[src/rtl/bemf_cfg.svh]
// Constants for the zero-crossing sampling block.
`ifndef BEMF_CFG_SVH
`define BEMF_CFG_SVH
`define ADDR_CONTROL_A    4'h0
`define ADDR_CONTROL_B    4'h1
`define ADDR_ZERO_FILTER  4'h2
`define ADDR_PHASE_STATE  4'h3
`define ADDR_REFERENCE    4'h4
`define ADDR_CONTROL_C    4'h5
`define ADDR_CONFIG       4'h6
`define ADDR_STATUS       4'h7
`define CA_CLK_EN         0
`define CA_DIRECT         1
`define CA_HALL           2
`define CA_PROTECT        3
`define CB_POLARITY       0
`define CC_FAST           0
`define PERIPH_KHZ        40000
`define STEP_NS           250
`define STEP_CYCLES       ((`STEP_NS * `PERIPH_KHZ + 999999) / 1000000)
`define ZERO8             8'h00
`endif

[src/rtl/bemf_pkg.sv]
// Types for the zero-crossing sampling block.
package bemf_pkg;
  typedef enum logic [1:0] {
    wait_d_type_st = 2'b00,
    seek_z_type_st = 2'b01,
    done_type_st   = 2'b10
  } phase_type;

  typedef struct packed {
    logic [7:0] control_a_reg;
    logic [7:0] control_b_reg;
    logic [3:0] zero_event_count;
    logic [1:0] input_pick;
    logic [7:0] control_c_reg;
    logic [3:0] sample_delay;
    logic       protect_act;
    logic       prev_sample;
    logic [3:0] match_cnt;
    logic [9:0] delay_cnt;
    logic       delay_run;
    logic       pwm_q;
    phase_type  phase;
    logic       comparator_level;
    logic       zero_event;
    logic       zero_seen;
    logic       sample_strobe;
    logic       min_off_zero;
    logic       demag_enable;
    logic       comp_on;
    logic [7:0] rdata;
  } state_type;
endpackage

[src/rtl/bemf_zero_cross_sampling.sv]
// Zero-crossing detection, hall input selection and sampling scheduler.
//
// Functional notes
// - With protection, a hardware zero event needs a true edge after demagnetization.
// - Without protection, the event fires once count plus one consecutive samples equal the expected level.
// - Protection is bypassed in hall mode.
// - While protection is set, the consecutive sample count is ignored.
// - Protection is preloaded; applied at commutation outside direct mode, or at phase-state write in direct mode.
// - Hall mode uses three hall inputs; a two-bit field picks one per step.
// - The comparator stays off until clock enable or direct access is set.
// - Demagnetization features are off in hall mode and on otherwise.
// - Hall mode detects from any window, sampling at the independent rate.
// - Hall mode forces zero minimum off time and allows full duty.
// - In hall mode the consecutive sample count still applies.
// - Direct read: set direct access, pick input, read comparator level.
// - Sensorless default samples once per PWM period at off-time end.
// - Current mode PWM combines window, current comparator and minimum off time.
// - Voltage mode PWM from compare generator, cut off at current limit.
// - Demagnetization sampling runs at the independent rate.
// - Fast sampling with zero delay samples after demagnetization at independent rate, on or off; with a delay, only on a tick in a PWM turn-on cycle.
// - Four-bit delay after PWM on; 250 ns steps, zero means off-time sampling.
// - Delay figures assume a 40 MHz peripheral clock and scale with it.
`timescale 1ns/100ps
`include "bemf_cfg.svh"
module bemf_zero_cross_sampling
  import bemf_pkg::*;
#(
  parameter int CNT_W = 10
) (
  input  wire logic       clk_i,
  input  wire logic       rst_i,
  input  wire logic [3:0] addr_i,
  input  wire logic [7:0] wdata_i,
  input  wire logic       wr_i,
  input  wire logic       rd_i,
  output logic      [7:0] rdata_o,
  input  wire logic       rotor_input_a_i,
  input  wire logic       rotor_input_b_i,
  input  wire logic       rotor_input_c_i,
  input  wire logic       phase_comp_i,
  input  wire logic       pwm_i,
  input  wire logic       current_limit_i,
  input  wire logic       sampling_freq_tick_i,
  input  wire logic       commutation_i,
  input  wire logic       demag_event_i,
  output logic            zero_event_o,
  output logic            sample_strobe_o,
  output logic            min_off_zero_o,
  output logic            demag_enable_o,
  output logic            comparator_on_o
);

  state_type cur;
  state_type nxt;

  // Picks one of the three hall inputs; code 3 falls back to the comparator.
  function automatic logic pick_in(input logic [1:0] sel, input logic a, input logic b,
                                   input logic c, input logic cmp);
    case (sel)
      2'b00:   pick_in = a;
      2'b01:   pick_in = b;
      2'b10:   pick_in = c;
      default: pick_in = cmp;
    endcase
  endfunction

  logic hall;
  logic direct;
  logic fast;
  logic sel_in;
  logic expect_lvl;
  logic pwm_rise;
  logic pwm_fall;
  logic delay_done;
  logic take;
  logic hit;

  // Combinational next state of the whole block.
  always_comb begin
    nxt = cur;
    hall = cur.control_a_reg[`CA_HALL];
    direct = cur.control_a_reg[`CA_DIRECT];
    fast = cur.control_c_reg[`CC_FAST];
    expect_lvl = cur.control_b_reg[`CB_POLARITY];
    sel_in = pick_in(cur.input_pick, rotor_input_a_i, rotor_input_b_i, rotor_input_c_i,
                     phase_comp_i);
    pwm_rise = pwm_i & ~cur.pwm_q;
    pwm_fall = ~pwm_i & cur.pwm_q;
    nxt.pwm_q = pwm_i;
    hit = 1'b0;
    nxt.zero_event = 1'b0;
    nxt.sample_strobe = 1'b0;
    nxt.rdata = `ZERO8;

    // Register writes.
    if (wr_i) begin
      case (addr_i)
        `ADDR_CONTROL_A:   nxt.control_a_reg = wdata_i;
        `ADDR_CONTROL_B:   nxt.control_b_reg = wdata_i;
        `ADDR_ZERO_FILTER: nxt.zero_event_count = wdata_i[3:0];
        `ADDR_PHASE_STATE: nxt.input_pick = wdata_i[1:0];
        `ADDR_CONTROL_C:   nxt.control_c_reg = wdata_i;
        `ADDR_CONFIG:      nxt.sample_delay = wdata_i[3:0];
        default:           nxt.rdata = `ZERO8;
      endcase
    end

    // Preloaded protection takes effect at commutation outside direct mode, or on a phase-state write in direct mode.
    if ((commutation_i && !direct) ||
        (wr_i && addr_i == `ADDR_PHASE_STATE && direct)) begin
      nxt.protect_act = cur.control_a_reg[`CA_PROTECT];
    end

    // Comparator powered only with clock enable or direct access.
    nxt.comp_on = cur.control_a_reg[`CA_CLK_EN] | direct;
    // Direct read works with the clock enabled or not; level follows the picked input.
    nxt.comparator_level = nxt.comp_on ? sel_in : 1'b0;
    nxt.demag_enable = ~hall;
    nxt.min_off_zero = hall | fast | (cur.sample_delay != 4'h0);

    // Delay counter restarted at each PWM turn-on; ten cycles per step at 40 MHz, scaled.
    if (pwm_rise) begin
      nxt.delay_cnt = '0;
      nxt.delay_run = (cur.sample_delay != 4'h0);
    end else if (cur.delay_run && pwm_i) begin
      nxt.delay_cnt = cur.delay_cnt + CNT_W'(1);
    end else if (!pwm_i) begin
      nxt.delay_run = 1'b0;
    end
    delay_done = cur.delay_run &&
                 (cur.delay_cnt == CNT_W'(32'(cur.sample_delay) * `STEP_CYCLES));
    if (delay_done && !fast) begin
      nxt.delay_run = 1'b0;
    end

    // Sampling order selection.
    if (hall || (fast && cur.sample_delay == 4'h0)) begin
      take = sampling_freq_tick_i;
    end else if (fast) begin
      take = sampling_freq_tick_i && pwm_i && (cur.delay_run == 1'b0) &&
             (cur.delay_cnt != '0); // Opens only in a PWM turn-on cycle, before delay_run is set, when a tick meets a nonzero delay_cnt left from the last period.
    end else if (cur.sample_delay != 4'h0) begin
      take = delay_done && pwm_i;
    end else begin
      take = pwm_rise; // End of off time, once per period.
    end
    nxt.sample_strobe = take && nxt.comp_on;

    // Zero detection after demagnetization; hall mode needs no demagnetization.
    case (cur.phase)
      wait_d_type_st: begin
        // Seeded with the expected level so that protection waits for a real edge.
        nxt.prev_sample = expect_lvl;
        nxt.match_cnt = '0;
        if (hall || demag_event_i) begin
          nxt.phase = seek_z_type_st;
        end
      end
      seek_z_type_st: begin
        if (take && cur.comp_on) begin
          nxt.prev_sample = sel_in;
          if (cur.protect_act && !hall) begin
            hit = (sel_in == expect_lvl) && (cur.prev_sample != expect_lvl);
          end else begin
            hit = (sel_in == expect_lvl);
          end
          if (!hit) begin
            nxt.match_cnt = '0;
          end else if (cur.protect_act && !hall) begin
            nxt.zero_event = 1'b1;
            nxt.phase = done_type_st;
          end else if (cur.match_cnt >= cur.zero_event_count) begin
            nxt.zero_event = 1'b1;
            nxt.phase = done_type_st;
          end else begin
            nxt.match_cnt = cur.match_cnt + 4'h1;
          end
        end
      end
      default: begin
        if (commutation_i) begin
          nxt.phase = wait_d_type_st;
        end
      end
    endcase
    if (commutation_i && cur.phase != done_type_st && !hall) begin
      nxt.phase = wait_d_type_st;
    end

    // Register reads, answered one cycle later.
    if (rd_i) begin
      case (addr_i)
        `ADDR_CONTROL_A:   nxt.rdata = cur.control_a_reg;
        `ADDR_CONTROL_B:   nxt.rdata = cur.control_b_reg;
        `ADDR_ZERO_FILTER: nxt.rdata = {4'h0, cur.zero_event_count};
        `ADDR_PHASE_STATE: nxt.rdata = {6'h00, cur.input_pick};
        `ADDR_REFERENCE:   nxt.rdata = {7'h00, cur.comparator_level};
        `ADDR_CONTROL_C:   nxt.rdata = cur.control_c_reg;
        `ADDR_CONFIG:      nxt.rdata = {4'h0, cur.sample_delay};
        `ADDR_STATUS:      nxt.rdata = {4'h0, cur.protect_act, cur.comp_on, cur.phase};
        default:           nxt.rdata = `ZERO8;
      endcase
    end
    // PWM forming lives in the PWM generator; min_off_zero tells it when to drop
    // the minimum off time, and current_limit_i is honoured there.
    if (current_limit_i && pwm_fall) begin
      nxt.delay_run = 1'b0;
    end
  end

  // State register.
  always_ff @(posedge clk_i or posedge rst_i) begin
    if (rst_i) begin
      cur <= '0;
    end else begin
      cur <= nxt;
    end
  end

  assign rdata_o = cur.rdata;
  assign zero_event_o = cur.zero_event;
  assign sample_strobe_o = cur.sample_strobe;
  assign min_off_zero_o = cur.min_off_zero;
  assign demag_enable_o = cur.demag_enable;
  assign comparator_on_o = cur.comp_on;

endmodule // bemf_zero_cross_sampling

[config.mk]
export PLATFORM = sky130hd
export DESIGN_NAME = bemf_zero_cross_sampling
export DESIGN_NICKNAME = d
export VERILOG_FILES = /design/src/rtl/bemf_pkg.sv /design/src/rtl/bemf_zero_cross_sampling.sv
export VERILOG_INCLUDE_DIRS = /design/src /design/src/rtl
export SDC_FILE = /design/constraint.sdc
export NUM_CORES = 1
export LEC_CHECK = 0
export BUFFER_PORTS_ARGS = -buffer_cell sky130_fd_sc_hd__buf_2
export CELL_PAD_IN_SITES_DETAIL_PLACEMENT = 1
export CELL_PAD_IN_SITES_GLOBAL_PLACEMENT = 2
export CORE_MARGIN = 3
export CORE_UTILIZATION = 35
export CTS_CLUSTER_SIZE = 28
export DETAILED_ROUTE_END_ITERATION = 7
export GPL_TIMING_DRIVEN = 0
export PLACE_DENSITY_LB_ADDON = 0.15
export SLEW_MARGIN = 10
export SYNTH_ARGS = -nofsm -noshare
export SYNTH_HDL_FRONTEND = slang
export SYNTH_SLANG_ARGS = --single-unit
[constraint.sdc]
create_clock -name clk_i -period 2.5 [get_ports clk_i]
set_input_delay 0.375 -clock clk_i [delete_from_list [all_inputs] [get_ports clk_i]]
set_output_delay 0.375 -clock clk_i [all_outputs]
set_load 0.03 [all_outputs]
# After elaboration in Yosys (flattened, before gate mapping)

Cells that the tools add are included.

Register bits after elaboration: 68
Input bits: 25
Output and inout bits: 13
Word-level logic and storage cells: 133

Add/subtract/negate cells: 2
Multipliers: 1
Magnitude comparators: 1
Equal/unequal tests: 23
Muxes and demuxes: 34
Bitwise gates (word level): 9
Reductions and logical operators: 43

Operator list:

| kind                                                                | number |
|---|---|
| 8-bit one-hot mux with 8 select lines                               | 1 |
| 1-bit logical AND                                                   | 18 |
| 4-bit by 3-bit == test with 1-bit output (second input constant)    | 4 |
| 1-bit two-way mux                                                   | 16 |
| 2-bit AND reduction                                                 | 8 |
| 3-bit inequality test (second input constant)                       | 5 |
| 2-bit two-way mux                                                   | 7 |
| 4-bit two-way mux                                                   | 3 |
| 11-bit two-way mux                                                  | 1 |
| 10-bit by 1-bit adder with 10-bit output (second input constant)    | 1 |
| 10-bit by 8-bit == test with 1-bit output                           | 1 |
| 10-bit two-way mux                                                  | 1 |
| 5-bit one-hot mux with 2 select lines                               | 1 |
| 10-bit nonzero test                                                 | 1 |
| 4-bit by 2-bit == test with 1-bit output (second input constant)    | 2 |
| 4-bit logical NOT                                                   | 2 |
| 8-bit two-way mux                                                   | 1 |
| 4-bit nonzero test                                                  | 2 |
| 4-bit by 3-bit multiplier with 7-bit output (second input constant) | 1 |
| 5-bit two-way mux                                                   | 1 |
| 5-bit AND reduction                                                 | 1 |
| 4-bit by 1-bit adder with 4-bit output (second input constant)      | 1 |
| 2-bit by 1-bit == test with 1-bit output (second input constant)    | 2 |
| 4-bit by 1-bit == test with 1-bit output (second input constant)    | 1 |
| 18 further kinds                                                    | 31 |

# Logic depth before layout (Yosys ltp)

Gate-level depths: netlist (run 1).

Word-level depth: 14
Mapped depth: 9
Mapped depth without buffers: 9

# Worst setup path before layout (run 1)

OpenSTA, ideal clock, no wires.

Path kind: register to register
Start point: register cur[38] (netlist bit)
End point: register cur[15] (netlist bit)
Setup time: 123 ps
Arrival: 2645 ps
Data required time: 2377 ps
Slack: -268 ps
Cell stages (with the launch flop): 10
Path buffers: 0
Period minus slack after synthesis: 2768 ps
Cells stage by stage: dfrtp_1 > ha_1 > ha_1 > fa_1 > xor2_1 > nor4_2 > o2111ai_1 > a211oi_4 > nand3b_1 > o221a_1

Word-level cells in the longest chain between the ends: 10
Elaborated cells on any way between the ends: 14
Classes of those cells: mul (1); eq/ne (2); mux (3); reduce/logical (8)

RTL lines:

| element                                               | RTL line                        | source |
|---|---|---|
| start: declaration                                    | bemf_zero_cross_sampling.sv:53  | `state_type cur;` |
| start signal: assignment                              | bemf_zero_cross_sampling.sv:216 | `cur <= nxt;` |
| 4-bit by 3-bit multiplier with 7-bit output (no line) | -                               |  |
| 10-bit by 8-bit == test with 1-bit output             | bemf_zero_cross_sampling.sv:131 | `` (cur.delay_cnt == CNT_W'(32'(cur.sample_delay) * `STEP_CYCLES)); `` |
| 1-bit logical AND                                     | bemf_zero_cross_sampling.sv:130 | `delay_done = cur.delay_run &&` |
| 1-bit logical AND                                     | bemf_zero_cross_sampling.sv:143 | `take = delay_done && pwm_i;` |
| 1-bit two-way mux                                     | bemf_zero_cross_sampling.sv:142 | `end else if (cur.sample_delay != 4'h0) begin` |
| 1-bit two-way mux                                     | bemf_zero_cross_sampling.sv:139 | `end else if (fast) begin` |
| 1-bit two-way mux (*)                                 | bemf_zero_cross_sampling.sv:137 | `if (hall \|\| (fast && cur.sample_delay == 4'h0)) begin` |
| 1-bit logical AND (*)                                 | bemf_zero_cross_sampling.sv:160 | `if (take && cur.comp_on) begin` |
| 3-bit inequality test (no line) (*)                   | -                               |  |
| 5-bit AND reduction (no line) (*)                     | -                               |  |

Every way passes the cells marked *; elsewhere a longest branch is shown, timed or not.
A chain may end at the register's enable or synchronous reset.

# Worst setup path after layout (run 1)

Start point: register cur[36] (netlist bit)
End point: register cur[32] (netlist bit)

Word-level cells in the longest chain between the ends: 10
Elaborated cells on any way between the ends: 14
Classes of those cells: mul (1); eq/ne (2); mux (3); reduce/logical (8)

RTL lines:

| element                                               | RTL line |
|---|---|
| 4-bit by 3-bit multiplier with 7-bit output (no line) | - |
| 10-bit by 8-bit == test with 1-bit output             | bemf_zero_cross_sampling.sv:131 |
| 1-bit logical AND                                     | bemf_zero_cross_sampling.sv:130 |
| 1-bit logical AND                                     | bemf_zero_cross_sampling.sv:143 |
| 1-bit two-way mux                                     | bemf_zero_cross_sampling.sv:142 |
| 1-bit two-way mux                                     | bemf_zero_cross_sampling.sv:139 |
| 1-bit two-way mux (*)                                 | bemf_zero_cross_sampling.sv:137 |
| 1-bit logical AND (*)                                 | bemf_zero_cross_sampling.sv:160 |
| 2-bit inequality test (no line) (*)                   | - |
| 4-bit AND reduction (no line) (*)                     | - |

Marks and branches as above.

==> run_summary.xml, run 1 <==
<?xml version="1.0" encoding="UTF-8"?>
<metrics>
  <group name="die">
    <metric name="std_cell_rows" unit="">36</metric>
    <metric name="die_h" unit="um">108</metric>
    <metric name="io_pins" unit="">38</metric>
    <metric name="start_util" unit="%">36.6</metric>
    <metric name="core_area" unit="mm2">0.00995</metric>
    <metric name="fp.dieW" unit="um">108</metric>
    <metric name="fp.dieArea" unit="mm2">0.0117</metric>
  </group>
  <group name="routing">
    <metric name="routed_length_per_placed_instance" unit="um">17.6</metric>
    <metric name="remaining_drc_errors" unit="">0</metric>
    <metric name="dr_total_vias" unit="">2800</metric>
    <metric name="drt-initial-drc-count" unit="">66</metric>
    <metric name="detail_route.wirelength" unit="um">9350</metric>
    <metric name="firstDrtPassIters" unit="">4</metric>
    <metric name="antenna_violating_nets_post_route" unit="">0</metric>
    <metric name="detail_route.vias_per_cell" unit="">5.26</metric>
  </group>
  <group name="worst_setup_path">
    <metric name="timing.critical_path.from" unit="">cur[36]</metric>
    <metric name="worst_setup_path_end_kind" unit="">flop</metric>
    <metric name="worstPathArrival" unit="ns">3.09</metric>
    <metric name="critPathCapture" unit="">cur[32]</metric>
    <metric name="critical_path.max_fanout" unit="">6</metric>
    <metric name="r2r-end" unit="">cur[32]</metric>
    <metric name="critical_path_required" unit="ns">2.73</metric>
    <metric name="worstSetupStartpointType" unit="">flop</metric>
    <metric name="worst-r2r-setup-slack" unit="ns">-0.36</metric>
    <metric name="worst-r2r-cell-count" unit="">10</metric>
    <metric name="criticalPathCategory" unit="">reg2reg</metric>
    <metric name="crit-reg2reg-launch" unit="">cur[36]</metric>
  </group>
  <group name="power">
    <metric name="p_seq_share" unit="%">43.9</metric>
    <metric name="swShare" unit="%">32.7</metric>
    <metric name="switchingPower" unit="W">0.00108</metric>
    <metric name="power_density" unit="mW/mm2">761</metric>
    <metric name="power.combinational.fraction" unit="%">29.0</metric>
    <metric name="intPower" unit="W">0.00222</metric>
    <metric name="p_clk_share" unit="%">27.1</metric>
    <metric name="power.static_leakage" unit="nW">2.01</metric>
    <metric name="power.ir.vdd_worst" unit="uV">268</metric>
  </group>
  <group name="place">
    <metric name="count_of_buffers_inserted_at_the_top_level_ports" unit="">32</metric>
    <metric name="place_hpwl" unit="um">6720</metric>
    <metric name="place_ws" unit="ns">-0.519</metric>
    <metric name="dp.cells" unit="">507</metric>
    <metric name="gpl.final_weighted_congestion" unit="">0.765</metric>
  </group>
  <group name="outcome">
    <metric name="status" unit="">complete, but fails checks</metric>
    <metric name="violations_in_the_final_reports" unit="">setup timing</metric>
  </group>
  <group name="yosys">
    <metric name="cells_after_synthesis" unit="">341</metric>
    <metric name="yosysWarningCount" unit="">0</metric>
    <metric name="yosys.cell_count.top_type" unit="">dfrtp_1</metric>
    <metric name="yosysTopAreaCell" unit="">dfrtp_1</metric>
    <metric name="synth_cell_types" unit="">53</metric>
    <metric name="synth-edff-count" unit="">0</metric>
    <metric name="ys_seq_elements" unit="">68</metric>
    <metric name="synthesis.area" unit="mm2">0.00364</metric>
    <metric name="commonest_cells_in_the_netlist" unit="">dfrtp_1, mux2_2, nor2_1</metric>
    <metric name="synth_largest_type_area_fraction" unit="%">46.7</metric>
    <metric name="synth_area_leaders" unit="">dfrtp_1, mux2_2, ha_1</metric>
    <metric name="async_flop_share" unit="%">100</metric>
    <metric name="ys_dominant_reg_cell" unit="">dfrtp_1</metric>
    <metric name="mappedNetlistNets" unit="">378</metric>
    <metric name="post_synth.cell_area_avg" unit="um2">10.7</metric>
    <metric name="share_of_synthesized_area_occupied_by_flip_flops_and_latches" unit="%">46.7</metric>
  </group>
  <group name="global_routing">
    <metric name="grt.overflow.total" unit="">0</metric>
    <metric name="antenna_found_initial" unit="">0</metric>
    <metric name="grtUsageTotal" unit="%">17.0</metric>
    <metric name="wire_length_of_the_first_global_routing_pass" unit="um">15400</metric>
    <metric name="largest_net_degree_at_the_start_of_global_routing" unit="">38</metric>
    <metric name="grt_pass1_vias" unit="">3047</metric>
  </group>
  <group name="min_path">
    <metric name="hold_wc_path_type" unit="">in2async</metric>
  </group>
  <group name="cts">
    <metric name="clock_insertion_delay_worst_skew" unit="ns">0.33</metric>
    <metric name="holdBufCountCts" unit="">0</metric>
    <metric name="tritoncts_buffers" unit="">9</metric>
    <metric name="clkSlewWorstSetupHoldPaths" unit="ns">0.08</metric>
    <metric name="root_buffer" unit="">clkbuf_8</metric>
    <metric name="cts_buffer_depth" unit="">2</metric>
    <metric name="cts_tree" unit="">yes</metric>
    <metric name="clock_tree.htree_level_count" unit="">3</metric>
    <metric name="clock_sink_count" unit="">68</metric>
  </group>
  <group name="cells_and_area">
    <metric name="post_route_cells_drive_above_1_share" unit="%">33.8</metric>
    <metric name="instances_no_fill" unit="">532</metric>
    <metric name="finish.net_count" unit="">432</metric>
    <metric name="layout-area-overhead-vs-synth" unit="%">19.1</metric>
    <metric name="n_antenna_cell" unit="">0</metric>
    <metric name="postLayoutCoreUtil" unit="%">43.6</metric>
  </group>
  <group name="timing">
    <metric name="finalWorstPathRequiredPeriod" unit="ns">2.86</metric>
    <metric name="min_period_over_period" unit="%">114</metric>
    <metric name="postLayoutSetupSlackWorst" unit="ns">-0.360</metric>
    <metric name="aggregate_negative_setup_slack" unit="ns">-2.79</metric>
    <metric name="final-hold-violation-count" unit="">0</metric>
    <metric name="final_report_max_slew_violation_count" unit="">0</metric>
    <metric name="max_slew_margin" unit="%">50.8</metric>
    <metric name="tightestPinTransition" unit="ns">0.732</metric>
    <metric name="unrepaired_setup_endpoints_after_global_routing" unit="">yes</metric>
    <metric name="worst_clock_skew" unit="ns">0.0112</metric>
    <metric name="final.hold.worst_slack" unit="ns">0.0448</metric>
    <metric name="clock.fmax" unit="GHz">0.350</metric>
    <metric name="setup_viol_count_final" unit="">9</metric>
  </group>
  <group name="run">
    <metric name="max_cap_viol_count" unit="">0</metric>
  </group>
</metrics>
[metrics by stage]
stage	instance area, um2	power, W
2_1_floorplan	3650	0.00206
3_3_place_gp	3980	0.00228
3_5_place_dp	4000	0.00233
4_1_cts	4290	0.00331
5_1_grt	4340	0.00353
6_report	4340	0.00330
[cell type report]
class,instances,area (um2)
Buffer,20,110
Clock buffer,10,138
Clock inverter,5,52.6
Fill cell,1123,5620
Inverter,12,47.5
Multi-Input combinational cell,241,1860
Sequential cell,68,1710
Tap cell,133,166
Timing Repair Buffer,43,259
[sequential cells by signal (all words and copies together) (netlist names)]
signal           flops
demag_enable_o       1
zero_event_o         1
min_off_zero_o       1
comparator_on_o      1
rdata_o              8
cur                 55
sample_strobe_o      1
[how the worst min path moves through the flow]
stage                          to  slack, ns  depth (start not counted)
after floorplan           cur[17]       0.41                          0
after global placement    cur[50]       0.49                          1
after detailed placement  cur[26]       0.41                          2
after CTS                 cur[58]       0.04                          2
after global routing      cur[28]       0.06                          2
final                     cur[24]       0.04                          2
[per-layer routing]
layer	global-route usage [%]	wire length, um
met1	21.1	4220
met2	29.6	4640
met3	3.40	291
met4	5.41	192
met5	0	0
[power groups by stage]
stage	Combinational [W]	Clock, W	Sequential [W]
floorplan	0.000605	0	0.00146
global placement	0.000796	0	0.00149
detailed placement	0.000830	0	0.00150
CTS	0.000933	0.000923	0.00145
global route	0.00108	0.000976	0.00148
finish	0.000957	0.000894	0.00145
[cells by family after synthesis]
| group | after synthesis | share of synthesized area, % |
|---|---|---|
| XOR/XNOR | 8 | 1.92 |
| multiplexers | 48 | 14.8 |
| adder cells (fa/ha/maj) | 12 | 4.33 |
| AND/OR/NAND/NOR | 110 | 16.5 |
| AO/OA/AOI/OAI | 63 | 11.4 |
| flip-flops | 68 | 46.7 |
| buffers and inverters | 32 | 4.26 |
[layout by cell type, fill, tap and decap left out, types with 9 or more instances in the layout]
| master | synthesis | routed |
|---|---|---|
| nand3_1 | 11 | 11 |
| dfrtp_1 | 68 | 64 |
| inv_1 | 12 | 11 |
| a21oi_1 | 12 | 11 |
| nor2_1 | 29 | 28 |
| o21ai_0 | 20 | 20 |
| mux2_2 | 38 | 38 |
| buf_4 | 9 | 18 |
| ha_1 | 11 | 9 |
| nand2_1 | 21 | 20 |
| and3_1 | 9 | 9 |
| mux2i_1 | 9 | 9 |
| clkbuf_8 | 0 | 10 |
| buf_2 | 1 | 33 |
[what timing repair did]
item                                    4_1_cts  5_1_grt
pin swaps                                    12        9
buffers inserted                              7        3
gates resized for setup                       8        7
endpoints found under the setup margin        9       10
[critical path, stage by stage, from the launching register on]
cell and delay, ns:
dfrtp_2 0.43, ha_4 0.25, ha_4 0.16, fa_2 0.55, xor2_2 0.07, nor4_2 0.24, o2111ai_2 0.23, a211oi_4 0.38
buf_4 0.18, a41oi_2 0.10, a21o_1 0.18
Note: power is estimated with default switching activity, not from simulation.
==> inputs of run 2 (changes only) <==
CAP_MARGIN = 20   (was not set)
CORE_UTILIZATION = 41   (was 35)
HOLD_SLACK_MARGIN = 0.05   (was not set)
clock period = 3.5 ns   (was 2.5 ns; I/O delays follow)
==> run 2 against run 1 <==
Die area fell by 14%. Flip-flop and latch count did not move. Largest cell class unchanged. Combinational power fell by 40%. The flow now finishes without violations.
==> run_summary.xml, run 2 (synthesized netlist as in run 1, its figures left out) <==
<?xml version="1.0" encoding="UTF-8"?>
<metrics>
  <group name="place">
    <metric name="place_ws" unit="ns">0.330</metric>
    <metric name="count_of_buffers_inserted_at_the_top_level_ports" unit="">32</metric>
    <metric name="place_hpwl" unit="um">6400</metric>
    <metric name="gpl.final_weighted_congestion" unit="">0.800</metric>
  </group>
  <group name="routing">
    <metric name="drt-initial-drc-count" unit="">68</metric>
    <metric name="routed_length_per_placed_instance" unit="um">17.4</metric>
    <metric name="antenna_violating_nets_post_route" unit="">0</metric>
    <metric name="detail_route.wirelength" unit="um">8630</metric>
    <metric name="dr_total_vias" unit="">2731</metric>
    <metric name="firstDrtPassIters" unit="">4</metric>
    <metric name="remaining_drc_errors" unit="">0</metric>
    <metric name="detail_route.vias_per_cell" unit="">5.52</metric>
  </group>
  <group name="worst_setup_path">
    <metric name="crit_path_max_incr_delay" unit="ns">0.52</metric>
    <metric name="cp_slowest_cell" unit="">dfrtp_1</metric>
    <metric name="critical_path_required" unit="ns">3.74</metric>
    <metric name="critical_path.most_common_cell" unit="">ha_1</metric>
    <metric name="cells_along_the_critical_path" unit="">ha_1, ha_1, fa_1, xor2_1, nor4_2, o2111ai_1, a211oi_4, nand3b_1, o221a_1</metric>
    <metric name="crit-reg2reg-launch" unit="">cur[38]</metric>
    <metric name="r2r-end" unit="">cur[15]</metric>
    <metric name="worstSetupStartpointType" unit="">flop</metric>
    <metric name="critPathBufInv" unit="">0</metric>
    <metric name="criticalPathCategory" unit="">reg2reg</metric>
    <metric name="worst-r2r-cell-count" unit="">9</metric>
    <metric name="critical_path.max_fanout" unit="">8</metric>
    <metric name="worst-r2r-setup-slack" unit="ns">0.36</metric>
    <metric name="crit_family" unit="">compound AO/OA/AOI/OAI gates</metric>
    <metric name="worstPathArrival" unit="ns">3.38</metric>
    <metric name="worst_setup_path_end_kind" unit="">flop</metric>
  </group>
  <group name="cts">
    <metric name="cts_buffer_depth" unit="">2</metric>
    <metric name="root_buffer" unit="">clkbuf_8</metric>
    <metric name="clkSlewWorstSetupHoldPaths" unit="ns">0.08</metric>
    <metric name="clock_insertion_delay_worst_skew" unit="ns">0.34</metric>
    <metric name="clock_tree.htree_level_count" unit="">3</metric>
    <metric name="cts_tree" unit="">yes</metric>
    <metric name="post_cts_resize_count" unit="">0</metric>
    <metric name="postCtsSetupBuffers" unit="">0</metric>
    <metric name="tritoncts_buffers" unit="">9</metric>
    <metric name="holdBufCountCts" unit="">0</metric>
    <metric name="clock_sink_count" unit="">68</metric>
  </group>
  <group name="power">
    <metric name="power.ir.vdd_worst" unit="uV">229</metric>
    <metric name="design_power_total" unit="W">0.00230</metric>
    <metric name="power_density" unit="mW/mm2">552</metric>
    <metric name="power.static_leakage" unit="nW">1.96</metric>
  </group>
  <group name="cells_and_area">
    <metric name="n_antenna_cell" unit="">0</metric>
    <metric name="finish.net_count" unit="">422</metric>
    <metric name="postLayoutCoreUtil" unit="%">49.6</metric>
    <metric name="registers.top_by_ff_count" unit="">cur</metric>
    <metric name="layout.cells.most_common" unit="">dfrtp_1</metric>
    <metric name="post_route_cells_drive_above_1_share" unit="%">28.2</metric>
    <metric name="layout_common_cells" unit="">dfrtp_1, mux2_2, buf_2</metric>
    <metric name="largest_register_ffs" unit="">55</metric>
    <metric name="layout-area-overhead-vs-synth" unit="%">14.6</metric>
  </group>
  <group name="timing">
    <metric name="finalWorstPathRequiredPeriod" unit="ns">3.14</metric>
    <metric name="final-hold-violation-count" unit="">0</metric>
    <metric name="setup_viol_count_final" unit="">0</metric>
    <metric name="aggregate_negative_setup_slack" unit="ns">0</metric>
    <metric name="clock.fmax" unit="GHz">0.318</metric>
    <metric name="unrepaired_setup_endpoints_after_global_routing" unit="">no</metric>
    <metric name="postLayoutSetupSlackWorst" unit="ns">0.359</metric>
    <metric name="final_report_max_slew_violation_count" unit="">0</metric>
    <metric name="min_period_over_period" unit="%">89.7</metric>
    <metric name="tightestPinTransition" unit="ns">0.704</metric>
    <metric name="worst_clock_skew" unit="ns">0.00925</metric>
    <metric name="max_slew_margin" unit="%">52.7</metric>
  </group>
  <group name="die">
    <metric name="core_area" unit="mm2">0.00842</metric>
    <metric name="die_h" unit="um">100</metric>
    <metric name="std_cell_rows" unit="">33</metric>
    <metric name="start_util" unit="%">43.3</metric>
    <metric name="io_pins" unit="">38</metric>
    <metric name="fp.dieW" unit="um">100</metric>
    <metric name="fp.dieArea" unit="mm2">0.0101</metric>
  </group>
  <group name="outcome">
    <metric name="status" unit="">complete, no violations</metric>
  </group>
  <group name="global_routing">
    <metric name="antenna_found_initial" unit="">0</metric>
    <metric name="largest_net_degree_at_the_start_of_global_routing" unit="">44</metric>
    <metric name="wire_length_of_the_first_global_routing_pass" unit="um">14600</metric>
    <metric name="grt_pass1_vias" unit="">2869</metric>
    <metric name="grtUsageTotal" unit="%">18.7</metric>
    <metric name="grt.overflow.total" unit="">0</metric>
  </group>
  <group name="min_path">
    <metric name="hold_wc_path_type" unit="">in2async</metric>
  </group>
  <group name="run">
    <metric name="max_cap_viol_count" unit="">0</metric>
  </group>
</metrics>
-- run 2: report_power, final --
part	internal [W]	switching, W
Sequential	0.000918	0.000130
Clock	0.000353	0.000327
Combinational	0.000273	0.000303
Total	0.00154	0.000760
-- run 2: through the flow --
stage / hold slack, ns / area [um2] / cells
after floorplan: 0.465 / 3640 / 341
after global placement: 0.486 / 3940 / 478
after detailed placement: 0.494 / 3970 / 479
after CTS: 0.157 / 4170 / 495
after global routing: 0.152 / 4170 / 495
final: 0.154 / 4170 / 495
-- run 2: worst max path at each step --
stage,to,from,slack (ns),cells after the start
4_1_cts,cur[15],cur[38],0.33,9
2_1_floorplan,cur[15],cur[38],0.73,9
6_report,cur[15],cur[38],0.36,9
3_5_place_dp,cur[15],cur[38],0.33,9
3_3_place_gp,rdata_o[1],rst_i,0.34,2
5_1_grt,cur[15],cur[38],0.20,9
-- run 2: area by class of cell --
cell class	count	area, um2
fill	955	4250
sequential	68	1700
inverter	12	47.5
clock inverter	6	71.3
buffer	20	110
timing repair buffer	33	188
clock buffer	10	138
tap	105	131
multi-input combinational	241	1790
-- run 2: metal layers --
layer	part of all wire, %	up-vias	GRT usage, %
met5	0	-	0
met4	0.94	0	4.35
met3	3.3	8	4.38
met2	50	34	31.5
met1	46	1377	24.4
li1	-	1312	-
-- run 2: worst register-to-register path, stage by stage (launching register included) --
cell	delay, ns
dfrtp_1	0.52
ha_1	0.30
ha_1	0.23
fa_1	0.47
xor2_1	0.18
nor4_2	0.14
o2111ai_1	0.23
a211oi_4	0.49
nand3b_1	0.20
o221a_1	0.28
==> inputs of run 3 (changes only) <==
CORE_MARGIN = 2   (was 3)
CORE_UTILIZATION = 35   (was 41)
==> run 3 against run 2 <==
Power down 0.46%. Critical path depth unchanged. Clock-buffer cell count stayed put. Register-to-register slack hardly changed. Sequential power hardly changed. Largest power group unchanged. Design area is 0.75% higher. Maximum frequency is essentially flat.
==> run_summary.xml, run 3 (synthesized netlist as in run 1, its figures left out) <==
<?xml version="1.0" encoding="UTF-8"?>
<metrics>
  <group name="routing">
    <metric name="drt-initial-drc-count" unit="">63</metric>
    <metric name="detail_route.vias_per_cell" unit="">5.17</metric>
    <metric name="firstDrtPassIters" unit="">4</metric>
    <metric name="antenna_violating_nets_post_route" unit="">0</metric>
    <metric name="remaining_drc_errors" unit="">0</metric>
    <metric name="detail_route.wirelength" unit="um">9060</metric>
    <metric name="routed_length_per_placed_instance" unit="um">17.2</metric>
    <metric name="dr_total_vias" unit="">2717</metric>
  </group>
  <group name="die">
    <metric name="die_h" unit="um">106</metric>
    <metric name="io_pins" unit="">38</metric>
    <metric name="fp.dieW" unit="um">106</metric>
    <metric name="fp.dieArea" unit="mm2">0.0112</metric>
    <metric name="std_cell_rows" unit="">37</metric>
    <metric name="core_area" unit="mm2">0.0102</metric>
    <metric name="start_util" unit="%">35.6</metric>
  </group>
  <group name="cells_and_area">
    <metric name="layout-area-overhead-vs-synth" unit="%">15.4</metric>
    <metric name="finish.net_count" unit="">422</metric>
    <metric name="postLayoutCoreUtil" unit="%">41.1</metric>
    <metric name="post_route_cells_drive_above_1_share" unit="%">28.2</metric>
    <metric name="registers.top_by_ff_count" unit="">cur</metric>
    <metric name="largest_register_ffs" unit="">55</metric>
    <metric name="layout_common_cells" unit="">dfrtp_1, mux2_2, buf_2</metric>
    <metric name="layout.cells.most_common" unit="">dfrtp_1</metric>
    <metric name="fin_area" unit="mm2">0.00421</metric>
    <metric name="instances_no_fill" unit="">526</metric>
    <metric name="n_antenna_cell" unit="">0</metric>
  </group>
  <group name="timing">
    <metric name="final-hold-violation-count" unit="">0</metric>
    <metric name="min_period_over_period" unit="%">89.7</metric>
    <metric name="aggregate_negative_setup_slack" unit="ns">0</metric>
    <metric name="clock.fmax" unit="GHz">0.318</metric>
    <metric name="worst_clock_skew" unit="ns">0.00920</metric>
    <metric name="finalWorstPathRequiredPeriod" unit="ns">3.14</metric>
    <metric name="final_report_max_slew_violation_count" unit="">0</metric>
    <metric name="tightestPinTransition" unit="ns">0.750</metric>
    <metric name="setup_viol_count_final" unit="">0</metric>
    <metric name="max_slew_margin" unit="%">49.6</metric>
    <metric name="unrepaired_setup_endpoints_after_global_routing" unit="">no</metric>
  </group>
  <group name="worst_setup_path">
    <metric name="critical_path_required" unit="ns">3.73</metric>
    <metric name="worstPathArrival" unit="ns">3.37</metric>
    <metric name="cp_slowest_cell" unit="">dfrtp_1</metric>
    <metric name="crit_path_max_incr_delay" unit="ns">0.53</metric>
    <metric name="worst-r2r-setup-slack" unit="ns">0.36</metric>
    <metric name="worst_setup_path_end_kind" unit="">flop</metric>
    <metric name="crit-reg2reg-launch" unit="">cur[38]</metric>
    <metric name="critical_path.max_fanout" unit="">8</metric>
    <metric name="worst-r2r-cell-count" unit="">9</metric>
    <metric name="worstSetupStartpointType" unit="">flop</metric>
    <metric name="r2r-end" unit="">cur[15]</metric>
    <metric name="criticalPathCategory" unit="">reg2reg</metric>
    <metric name="cells_along_the_critical_path" unit="">ha_1, ha_1, fa_1, xor2_1, nor4_2, o2111ai_1, a211oi_4, nand3b_1, o221a_1</metric>
    <metric name="critical_path.most_common_cell" unit="">ha_1</metric>
  </group>
  <group name="cts">
    <metric name="holdBufCountCts" unit="">0</metric>
    <metric name="tritoncts_buffers" unit="">9</metric>
    <metric name="cts_buffer_depth" unit="">2</metric>
    <metric name="clock_insertion_delay_worst_skew" unit="ns">0.34</metric>
    <metric name="clock_sink_count" unit="">68</metric>
    <metric name="postCtsSetupBuffers" unit="">0</metric>
    <metric name="post_cts_resize_count" unit="">0</metric>
    <metric name="clock_tree.htree_level_count" unit="">3</metric>
    <metric name="cts_tree" unit="">yes</metric>
    <metric name="root_buffer" unit="">clkbuf_8</metric>
    <metric name="clkSlewWorstSetupHoldPaths" unit="ns">0.08</metric>
  </group>
  <group name="place">
    <metric name="placed_area" unit="mm2">0.00400</metric>
    <metric name="gpl.final_weighted_congestion" unit="">0.820</metric>
    <metric name="place_hpwl" unit="um">6600</metric>
    <metric name="dp.cells" unit="">510</metric>
    <metric name="count_of_buffers_inserted_at_the_top_level_ports" unit="">32</metric>
  </group>
  <group name="global_routing">
    <metric name="antenna_found_initial" unit="">0</metric>
    <metric name="largest_net_degree_at_the_start_of_global_routing" unit="">59</metric>
    <metric name="grt.overflow.total" unit="">0</metric>
    <metric name="grtUsageTotal" unit="%">17.3</metric>
    <metric name="wire_length_of_the_first_global_routing_pass" unit="um">15200</metric>
    <metric name="grt_pass1_vias" unit="">2924</metric>
  </group>
  <group name="power">
    <metric name="power.static_leakage" unit="nW">1.96</metric>
    <metric name="power.ir.vdd_worst" unit="uV">182</metric>
    <metric name="power_density" unit="mW/mm2">545</metric>
  </group>
  <group name="min_path">
    <metric name="hold_wc_path_type" unit="">in2async</metric>
  </group>
  <group name="run">
    <metric name="max_cap_viol_count" unit="">0</metric>
  </group>
  <group name="outcome">
    <metric name="status" unit="">complete, no violations</metric>
  </group>
</metrics>
[run 3: changes by cell type in the layout (fill, tap and decap cells not counted)]
cell | before | now
inv_6 | 1 | 0
clkinv_4 | 2 | 1
clkinv_2 | 0 | 2
[run 3: cell type report]
type | instances | area, um2
multi-input cells | 241 | 1790
flip-flops and latches | 68 | 1700
inverters | 12 | 47.5
fillers | 1165 | 6030
repair buffers | 33 | 188
well taps | 136 | 170
plain buffers | 20 | 110
clock buffers | 10 | 138
clock inverters | 6 | 63.8
[run 3: power by group]
| group | switching (W) | internal [W] | total [W] | leakage [nW] |
|---|---|---|---|---|
| clock network | 0.000319 | 0.000347 | 0.000666 | 0.0983 |
| registers | 0.000129 | 0.000918 | 0.00105 | 0.866 |
| logic | 0.000308 | 0.000272 | 0.000580 | 0.998 |
| total | 0.000756 | 0.00154 | 0.00229 | 1.96 |
[run 3: worst max-delay path, delay by kind of cell, from the launching register on]
family                   cells  cell delay, ns
AO/OA/AOI/OAI                3            0.98
XOR/XNOR                     1            0.18
adder cells (fa/ha/maj)      3            0.99
flip-flops                   1            0.53
AND/OR/NAND/NOR              2            0.36
[run 3: how the worst max path moves through the flow]
stage | slack, ns | depth (start not counted) | end | start
floorplan | 0.73 | 9 | cur[15] | cur[38]
global placement | 0.27 | 2 | rdata_o[1] | rst_i
detailed placement | 0.34 | 9 | cur[15] | cur[38]
CTS | 0.32 | 9 | cur[15] | cur[38]
global route | 0.14 | 9 | cur[15] | cur[38]
finish | 0.36 | 9 | cur[15] | cur[38]
[run 3: layer usage]
metal  vias up  global-route usage [%]  routed length (um)  share of wire (%)
met5         -                       0                   0                  0
li1       1312                       -                   -                  -
met4         0                    6.20                 161                1.8
met3        12                    2.45                 157                1.7
met2        30                    28.0                4340                 48
met1      1363                    23.6                4400                 49
[run 3: stage by stage]
stage                     total power [W]  hold WS (ns)  setup slack, ns
after floorplan                   0.00147         0.465            0.732
after global placement            0.00163         0.487            0.267
after detailed placement          0.00165         0.452            0.342
after CTS                         0.00233        0.0773            0.321
after global routing              0.00245        0.0888            0.141
final                             0.00229        0.0924            0.359
